===== src/ssp_pkg.sv =====
// Package for the sensor serial slave port: frame layout, commands, timing.
// Assumes a 100 MHz system clock; serial pins arrive asynchronously.
package ssp_pkg;
   localparam int unsigned CLK_MHZ = 100;
   localparam int unsigned SPI_MAX_KHZ = 8000;
   localparam int unsigned SPI_TYP_KHZ = 200;
   localparam logic [7:0] CMD_READ_ACC = 8'h50;
   localparam logic [7:0] CMD_READ_TEMP = 8'h54;
   localparam int unsigned ACC_ARG_BYTES = 4;
   localparam int unsigned TEMP_ARG_BYTES = 2;
   localparam int unsigned ACC_W = 24;
   localparam int unsigned TEMP_W = 14;
   localparam int unsigned FRAME_W = 32;
   localparam int unsigned FRAME_RDY_POS = 1;
   localparam int unsigned FRAME_ST_POS = 0;
   localparam int unsigned ACC_LSB_POS = 8;
   localparam int unsigned TEMP_LSB_POS = 2;
   localparam logic [31:0] FRAME_RST = 32'h00000000;
   localparam logic [7:0] CMD_RST = 8'h00;
   localparam logic [5:0] BITCNT_RST = 6'h00;

   typedef enum logic [1:0] {
      SSP_IDLE = 2'b00,
      SSP_CMD = 2'b01,
      SSP_ARG = 2'b10
   } ssp_state_t;

   // One sample from the sensor core
   typedef struct packed {
      logic [23:0] acc;
      logic [13:0] temp;
      logic st_ok;
   } ssp_sample_t;

   // Synchronised serial pins
   typedef struct packed {
      logic sclk;
      logic sel_n;
      logic mosi;
   } ssp_pins_t;
endpackage : ssp_pkg


===== src/ssp_fifo.sv =====
// Sample FIFO between the sensor core and the serial port.
// Assumes both sides on clk_sys.
`timescale 1ns/1ps
`default_nettype none
module ssp_fifo #(
   parameter int unsigned WIDTH = 39,
   parameter int unsigned DEPTH = 16
) (
   input wire logic clk_sys,
   input wire logic srst,
   input wire logic in_valid,
   output logic in_ready,
   input wire logic [WIDTH-1:0] in_data,
   output logic out_valid,
   input wire logic out_ready,
   output logic [WIDTH-1:0] out_data
);
   localparam int unsigned AW = $clog2(DEPTH);
   typedef struct packed {
      logic [DEPTH-1:0][WIDTH-1:0] mem;
      logic [AW-1:0] wr;
      logic [AW-1:0] rd;
      logic [AW:0] cnt;
   } ssp_fifo_state_t;
   ssp_fifo_state_t st_ff;
   ssp_fifo_state_t nxt_st;
   logic push;
   logic pop;

   always_comb begin
      push = in_valid && (st_ff.cnt != (AW+1)'(DEPTH));
      pop = out_ready && (st_ff.cnt != '0);
      nxt_st = st_ff;
      if (push) begin
         nxt_st.mem[st_ff.wr] = in_data;
         nxt_st.wr = st_ff.wr + 1'b1;
      end
      if (pop) begin
         nxt_st.rd = st_ff.rd + 1'b1;
      end
      nxt_st.cnt = st_ff.cnt + (AW+1)'(push) - (AW+1)'(pop);
   end

   always_ff @(posedge clk_sys) begin
      if (srst) begin
         st_ff <= '0;
      end else begin
         st_ff <= nxt_st;
      end
   end

   assign in_ready = st_ff.cnt != (AW+1)'(DEPTH);
   assign out_valid = st_ff.cnt != '0;
   assign out_data = st_ff.mem[st_ff.rd];
endmodule : ssp_fifo
`default_nettype wire


===== src/ssp_slave.sv =====
// Serial slave port and status pins of a single-axis accelerometer.
// Assumes the host drives sclk, sel_n and mosi asynchronously; sclk is
// oversampled by clk_sys (at most 8 MHz against 100 MHz).
`timescale 1ns/1ps
`default_nettype none
module ssp_slave #(
   parameter int unsigned FIFO_DEPTH = 16
) (
   input wire logic clk_sys,
   input wire logic srst,
   input wire logic sclk,
   input wire logic sel_n,
   input wire logic mosi,
   output logic miso_o,
   output logic miso_oe_n,
   output logic sample_ready_pulse,
   output logic selftest_ok,
   input wire logic enable,
   input wire logic calib_reload_reset_n,
   output logic calib_reload,
   input wire logic smp_valid,
   output logic smp_ready,
   input wire logic [23:0] smp_acc,
   input wire logic [13:0] smp_temp,
   input wire logic smp_st_ok
);
   typedef struct packed {
      ssp_pkg::ssp_pins_t s1;
      ssp_pkg::ssp_pins_t s2;
      logic sclk_d;
      logic en1;
      logic en2;
      logic rl1;
      logic rl2;
      ssp_pkg::ssp_state_t fsm;
      logic [5:0] bitcnt;
      logic [7:0] cmd;
      logic [31:0] shreg;
      ssp_pkg::ssp_sample_t cur;
      logic rdy;
      logic miso;
      logic oe_n;
      logic pulse;
      logic st;
      logic reload;
   } ssp_slave_state_t;

   ssp_slave_state_t st_ff;
   ssp_slave_state_t nxt_st;
   ssp_pkg::ssp_sample_t fifo_in;
   ssp_pkg::ssp_sample_t fifo_out;
   logic fifo_valid;
   logic fifo_take;
   logic rise;
   logic fall;
   logic [7:0] cmd_full;

   assign fifo_in = '{acc: smp_acc, temp: smp_temp, st_ok: smp_st_ok};

   ssp_fifo #(
      .WIDTH($bits(ssp_pkg::ssp_sample_t)),
      .DEPTH(FIFO_DEPTH)
   ) u_fifo (
      .clk_sys(clk_sys),
      .srst(srst),
      .in_valid(smp_valid),
      .in_ready(smp_ready),
      .in_data(fifo_in),
      .out_valid(fifo_valid),
      .out_ready(fifo_take),
      .out_data(fifo_out)
   );

   // Edges of the oversampled serial clock, mode 0 only
   assign rise = st_ff.s2.sclk && !st_ff.sclk_d;
   assign fall = !st_ff.s2.sclk && st_ff.sclk_d;
   assign cmd_full = {st_ff.cmd[6:0], st_ff.s2.mosi};
   // New sample taken only outside a frame so the shift data stays stable
   // At most one take every second cycle, so back-to-back samples give separate pulses
   assign fifo_take = fifo_valid && st_ff.en2 && (st_ff.fsm == ssp_pkg::SSP_IDLE) && !st_ff.pulse;

   always_comb begin
      nxt_st = st_ff;
      nxt_st.s1 = '{sclk: sclk, sel_n: sel_n, mosi: mosi};
      nxt_st.s2 = st_ff.s1;
      nxt_st.sclk_d = st_ff.s2.sclk;
      nxt_st.en1 = enable;
      nxt_st.en2 = st_ff.en1;
      nxt_st.rl1 = calib_reload_reset_n;
      nxt_st.rl2 = st_ff.rl1;
      nxt_st.reload = !st_ff.rl2;
      nxt_st.pulse = 1'b0;
      if (fifo_take) begin
         nxt_st.cur = fifo_out;
         nxt_st.rdy = 1'b1;
         nxt_st.st = fifo_out.st_ok;
         nxt_st.pulse = 1'b1;
      end
      if (!st_ff.rl2) begin
         nxt_st.st = 1'b1;
      end
      case (st_ff.fsm)
         ssp_pkg::SSP_IDLE: begin
            nxt_st.oe_n = 1'b1;
            if (!st_ff.s2.sel_n && st_ff.en2) begin
               nxt_st.fsm = ssp_pkg::SSP_CMD;
               nxt_st.bitcnt = ssp_pkg::BITCNT_RST;
               nxt_st.cmd = ssp_pkg::CMD_RST;
               nxt_st.oe_n = 1'b0;
               nxt_st.miso = 1'b0;
            end
         end
         ssp_pkg::SSP_CMD: begin
            if (rise) begin
               nxt_st.cmd = cmd_full;
               nxt_st.bitcnt = st_ff.bitcnt + 6'h01;
               if (st_ff.bitcnt == 6'h07) begin
                  nxt_st.fsm = ssp_pkg::SSP_ARG;
                  nxt_st.bitcnt = ssp_pkg::BITCNT_RST;
                  if (cmd_full == ssp_pkg::CMD_READ_ACC) begin
                     nxt_st.shreg = {st_ff.cur.acc, 6'h00, st_ff.rdy, st_ff.st};
                     nxt_st.rdy = fifo_take;
                  end else if (cmd_full == ssp_pkg::CMD_READ_TEMP) begin
                     nxt_st.shreg = {st_ff.cur.temp, 2'h0, 16'h0000};
                  end else begin
                     nxt_st.shreg = ssp_pkg::FRAME_RST;
                  end
               end
            end
         end
         ssp_pkg::SSP_ARG: begin
            if (fall) begin
               nxt_st.miso = st_ff.shreg[ssp_pkg::FRAME_W-1];
               nxt_st.shreg = {st_ff.shreg[ssp_pkg::FRAME_W-2:0], 1'b0};
            end
         end
         default: begin
            nxt_st.fsm = ssp_pkg::SSP_IDLE;
         end
      endcase
      if (st_ff.s2.sel_n || !st_ff.en2) begin
         nxt_st.fsm = ssp_pkg::SSP_IDLE;
         nxt_st.oe_n = 1'b1;
      end
   end

   always_ff @(posedge clk_sys) begin
      if (srst) begin
         st_ff <= '0;
         st_ff.s1.sel_n <= 1'b1;
         st_ff.s2.sel_n <= 1'b1;
         st_ff.oe_n <= 1'b1;
         st_ff.st <= 1'b1;
         st_ff.rl1 <= 1'b1;
         st_ff.rl2 <= 1'b1;
         st_ff.fsm <= ssp_pkg::SSP_IDLE;
      end else begin
         st_ff <= nxt_st;
      end
   end

   assign miso_o = st_ff.miso;
   assign miso_oe_n = st_ff.oe_n;
   assign sample_ready_pulse = st_ff.pulse;
   assign selftest_ok = st_ff.st;
   assign calib_reload = st_ff.reload;

   chk_release_when_idle: assert property (@(posedge clk_sys) disable iff (srst)
      $rose(st_ff.s2.sel_n) |=> miso_oe_n)
      else $error("miso driven after deselect");
   chk_pulse_one_cycle: assert property (@(posedge clk_sys) disable iff (srst)
      sample_ready_pulse |=> !sample_ready_pulse)
      else $error("ready pulse longer than one cycle");
   chk_pulse_sets_flag: assert property (@(posedge clk_sys) disable iff (srst)
      sample_ready_pulse |-> st_ff.rdy)
      else $error("ready flag not set with pulse");
   chk_reload_follows_pin: assert property (@(posedge clk_sys) disable iff (srst)
      !calib_reload_reset_n [*3] |=> calib_reload)
      else $error("reload not raised");
   chk_selftest_mirror: assert property (@(posedge clk_sys) disable iff (srst)
      (fifo_take && st_ff.rl2) |=> (selftest_ok == $past(fifo_out.st_ok)))
      else $error("self-test bit not refreshed");
   chk_miso_change_fall: assert property (@(posedge clk_sys) disable iff (srst)
      ($changed(miso_o) && !miso_oe_n && $past(!miso_oe_n)) |-> $past(fall))
      else $error("miso changed off a falling edge");
   chk_cmd_then_arg: assert property (@(posedge clk_sys) disable iff (srst)
      (st_ff.fsm == ssp_pkg::SSP_ARG) |-> $past(st_ff.fsm == ssp_pkg::SSP_CMD || st_ff.fsm == ssp_pkg::SSP_ARG))
      else $error("argument phase without instruction");
   chk_deselect_ends: assert property (@(posedge clk_sys) disable iff (srst)
      st_ff.s2.sel_n |=> (st_ff.fsm == ssp_pkg::SSP_IDLE))
      else $error("frame survives deselect");

   // Flag clearing, disable, reload and frame start
   chk_read_clears_flag: assert property (@(posedge clk_sys) disable iff (srst)
      (st_ff.fsm == ssp_pkg::SSP_CMD && rise && st_ff.bitcnt == 6'h07 && cmd_full == ssp_pkg::CMD_READ_ACC)
      |=> !st_ff.rdy)
      else $error("ready flag kept after read");
   chk_disable_idles: assert property (@(posedge clk_sys) disable iff (srst)
      !st_ff.en2 |=> (st_ff.fsm == ssp_pkg::SSP_IDLE && miso_oe_n))
      else $error("port active while disabled");
   chk_reload_forces_ok: assert property (@(posedge clk_sys) disable iff (srst)
      !st_ff.rl2 |=> selftest_ok)
      else $error("self-test low during reload");
   chk_frame_starts_driven: assert property (@(posedge clk_sys) disable iff (srst)
      (!st_ff.s2.sel_n && st_ff.en2 && st_ff.fsm == ssp_pkg::SSP_IDLE) |=> !miso_oe_n)
      else $error("output not driven at frame start");
endmodule : ssp_slave
`default_nettype wire

===== config.mk =====
export PLATFORM = sky130hd
export DESIGN_NAME = ssp_slave
export DESIGN_NICKNAME = d
export VERILOG_FILES = /design/src/ssp_pkg.sv /design/src/ssp_fifo.sv /design/src/ssp_slave.sv
export SDC_FILE = /design/constraint.sdc
export NUM_CORES = 2
export LEC_CHECK = 0
export BUFFER_PORTS_ARGS = -buffer_cell sky130_fd_sc_hd__buf_4
export CAP_MARGIN = 10
export CORE_MARGIN = 2
export CORE_UTILIZATION = 42
export CTS_CLUSTER_SIZE = 16
export DETAILED_ROUTE_END_ITERATION = 12
export GPL_ROUTABILITY_DRIVEN = 0
export HOLD_SLACK_MARGIN = 0.12
export PLACE_DENSITY_LB_ADDON = 0.15
export SKIP_LAST_GASP = 1
export SYNTH_ARGS = -nofsm -noshare
export SYNTH_HDL_FRONTEND = slang
export SYNTH_SLANG_ARGS = --single-unit

===== constraint.sdc =====
create_clock -name clk_sys -period 3.6 [get_ports clk_sys]
set_input_delay 0.54 -clock clk_sys [delete_from_list [all_inputs] [get_ports clk_sys]]
set_output_delay 0.54 -clock clk_sys [all_outputs]
set_load 0.02 [all_outputs]

==> impl_metrics.json <==
{
  "place_inst": 3709,
  "synth_flop_cell": "dfxtp_1",
  "violations": "DRC",
  "cts_hold_buf": 3,
  "seq_area_frac_synth": 0.477,
  "timing.final.hold_violations": 0,
  "combinationalPowerShare": 0.078,
  "pin_count": 53,
  "power.leakage_nw": 11.3,
  "firstDrtPassIters": 9,
  "cts_buffers": 81,
  "cts_setup_buffers": 0,
  "fin_tns_setup_ns": 0,
  "required_ns": 4.14,
  "antenna_cells": 0,
  "synthDistinctLibCells": 48,
  "drt_iter0_drc": 1882,
  "fin_crit_ns": 3.02,
  "grt_first_pass_wirelength_microns": 132000,
  "wire_per_inst_microns": 21.9,
  "utilization": 0.475,
  "cts_root_buffer": "clkbuf_16",
  "postRouteWirelength_microns": 84300,
  "drcViolationCount": 3,
  "final_common_cell": "dfxtp_1",
  "antenna_found_initial": 1,
  "slew_headroom": 0.261,
  "end_kind": "flop",
  "htreeDepth": 3,
  "ys_ff_latch": 739,
  "grt_max_degree": 129,
  "slowest_delay_ns": 0.53,
  "ant_nets": 0,
  "cts.path.max_buffers": 3,
  "rsz0062_at_grt": "no",
  "finalPower_mw": 18.1,
  "die_h_microns": 276,
  "p_sw_frac": 0.234,
  "grt.total_usage": 0.222,
  "dieArea_sq_um": 76000,
  "outcome": "finished with violations",
  "cp.buffers_inverters": 3,
  "start_util": 0.424,
  "portBuffers": 52,
  "ir_worst_vdd_mv": 0.298,
  "start_kind": "flop",
  "path_clk_slew_ns": 0.06,
  "cts_resized": 0,
  "synth_edf_count": 0,
  "power_density_nw_per_um2": 521,
  "syn_inst": 2960,
  "intPower_mw": 13.9,
  "drive_gt1_frac": 0.149,
  "arrival_ns": 3.56,
  "maxCapViolCount": 0,
  "switchingPower_mw": 4.24,
  "cp_slowest_cell": "or4b_1",
  "first_global_vias": 22600,
  "finalNonFillerCells": 3850,
  "path_delay_family": "adder cells",
  "fin_crit_sh": 0.839,
  "fmax_mhz": 331,
  "num_rows": 99,
  "sequentialPowerShare": 0.470,
  "worstPathCellList": "inv_1, ha_1, or4b_1, nand2_2, inv_2, ha_1, inv_1, ha_1, fa_1, a21oi_1, nor2_1, or3_1, a21oi_1",
  "fin_worst_skew_ns": 0.0135,
  "dp.final_hpwl_microns": 44700,
  "core_sq_um": 73100,
  "p_clk_frac": 0.452,
  "area_growth_pct": 12.0,
  "async_flop_share": 0,
  "hold_path_class": "in -> reg",
  "setup_viol_count_final": 0,
  "slew_viol_final": 0,
  "nNetsFinal": 2896,
  "tightest_slew_ns": 1.11,
  "fp.dieW_microns": 276,
  "cts_tree": "yes",
  "avgSynthCellArea_sq_um": 10.5,
  "layout_common_cells": "736 x dfxtp_1, 665 x nand3b_1, 629 x o21ai_0",
  "vias": 22900,
  "numClockSinks": 739,
  "path_max_fanout": 4,
  "worstSetupPathType": "reg -> reg",
  "syn_area_sq_um": 31000,
  "via_per_inst": 5.94,
  "hold_slack_ns": 0.157,
  "overflow": 0,
  "yosysWarnings": 0,
  "path_common_cell": "ha_1",
  "synth_nets": 3020,
  "clk_latency_ns": 0.62
}
[flip-flops by register name (all words and copies together), names as in the netlist]
name / count
selftest_ok: 1
calib_reload: 1
st_ff: 83
miso_oe_n: 1
cmd_full: 8
miso_o: 1
nxt_st: 6
u_fifo.st_ff: 637
sample_ready_pulse: 1
[final timing paths]
path,startpoint,cells past startpoint,end,slack [ns]
worst min register to register,st_ff[93]$_SDFF_PP1_,1,calib_reload$_SDFF_PP0_,0.41
worst max register to register,u_fifo.st_ff[2]$_SDFF_PP0_,13,u_fifo.st_ff[4]$_SDFF_PP0_,0.58
worst min-delay path,mosi,2,nxt_st[98]$_SDFF_PP0_,0.16
worst max-delay path,u_fifo.st_ff[2]$_SDFF_PP0_,13,u_fifo.st_ff[4]$_SDFF_PP0_,0.58
[worst reg2reg max path, stage by stage, from the launching register on]
cell and delay, ns:
dfxtp_1 0.32, inv_1 0.09, ha_1 0.17, or4b_1 0.53
nand2_2 0.13, inv_2 0.06, ha_1 0.28, inv_1 0.04
ha_1 0.20, fa_1 0.44, a21oi_1 0.14, nor2_1 0.06
or3_1 0.35, a21oi_1 0.14
[Yosys cell counts, types with 2 or more instances]
cell type / number / area share
a211oi_1: 3 / 0.00073
a21o_1: 3 / 0.00073
a21oi_1: 27 / 0.0044
a221oi_1: 25 / 0.0071
and2_1: 2 / 0.00040
and3_1: 2 / 0.00040
buf_1: 26 / 0.0031
buf_2: 69 / 0.011
buf_4: 4 / 0.00097
clkbuf_1: 233 / 0.028
dfxtp_1: 739 / 0.48
ha_1: 12 / 0.0048
inv_1: 9 / 0.0011
mux2_2: 15 / 0.0054
mux2i_1: 79 / 0.025
mux4_2: 156 / 0.11
nand2_1: 20 / 0.0024
nand2b_1: 44 / 0.0089
nand3_1: 22 / 0.0036
nand3b_1: 665 / 0.16
nand4_1: 16 / 0.0032
nand4bb_1: 2 / 0.00073
nor2_1: 42 / 0.0051
nor2b_1: 13 / 0.0026
nor3_1: 26 / 0.0042
o21ai_0: 629 / 0.10
o221ai_1: 38 / 0.011
or2_2: 4 / 0.00081
or3_1: 2 / 0.00040
or3b_2: 3 / 0.00085
or4_1: 2 / 0.00048
or4b_1: 2 / 0.00065
xnor2_1: 7 / 0.0020
xor2_1: 5 / 0.0014
[cell families after synthesis]
family | count (synthesis) | synth area share
simple gates | 874 | 0.198
flops | 739 | 0.477
compound gates | 729 | 0.127
buf+inv | 343 | 0.0450
mux | 250 | 0.144
fa+ha+maj | 13 | 0.00549
xor+xnor | 12 | 0.00339
[power groups by stage]
stage	Clock [mW]	Combinational, mW	Sequential [mW]
after floorplan	0	1.02	8.63
after global placement	0	1.39	8.68
after detailed placement	0	1.41	8.69
after CTS	8.37	1.42	8.51
after global routing	8.69	1.55	8.53
final	8.19	1.41	8.51
[through the flow]
step	instance area, sq um	setup slack [ns]
final	34700	0.579
after CTS	34700	0.602
after global placement	32100	0.647
after detailed placement	32100	0.626
after floorplan	31000	0.771
after global routing	34700	0.431
[area by class of cell]
| cell class | instances | area, sq um |
|---|---|---|
| sequential | 739 | 14800 |
| timing repair buffer | 126 | 1240 |
| clock buffer | 124 | 2460 |
| fill | 6653 | 38300 |
| inverter | 10 | 37.5 |
| clock inverter | 14 | 155 |
| tap | 959 | 1200 |
| multi-input combinational | 1878 | 14800 |
[per-layer routing]
metal | vias to the layer above | track usage | wire (microns) | part of all wire
met2 | 665 | 0.361 | 39100 | 0.46
met4 | 2 | 0.0581 | 1940 | 0.023
met1 | 11400 | 0.310 | 38500 | 0.46
met5 | - | 0 | 13 | 0.00015
met3 | 127 | 0.0345 | 4640 | 0.055
li1 | 10600 | - | - | -
No activity file was read; power rests on OpenSTA's default activity.
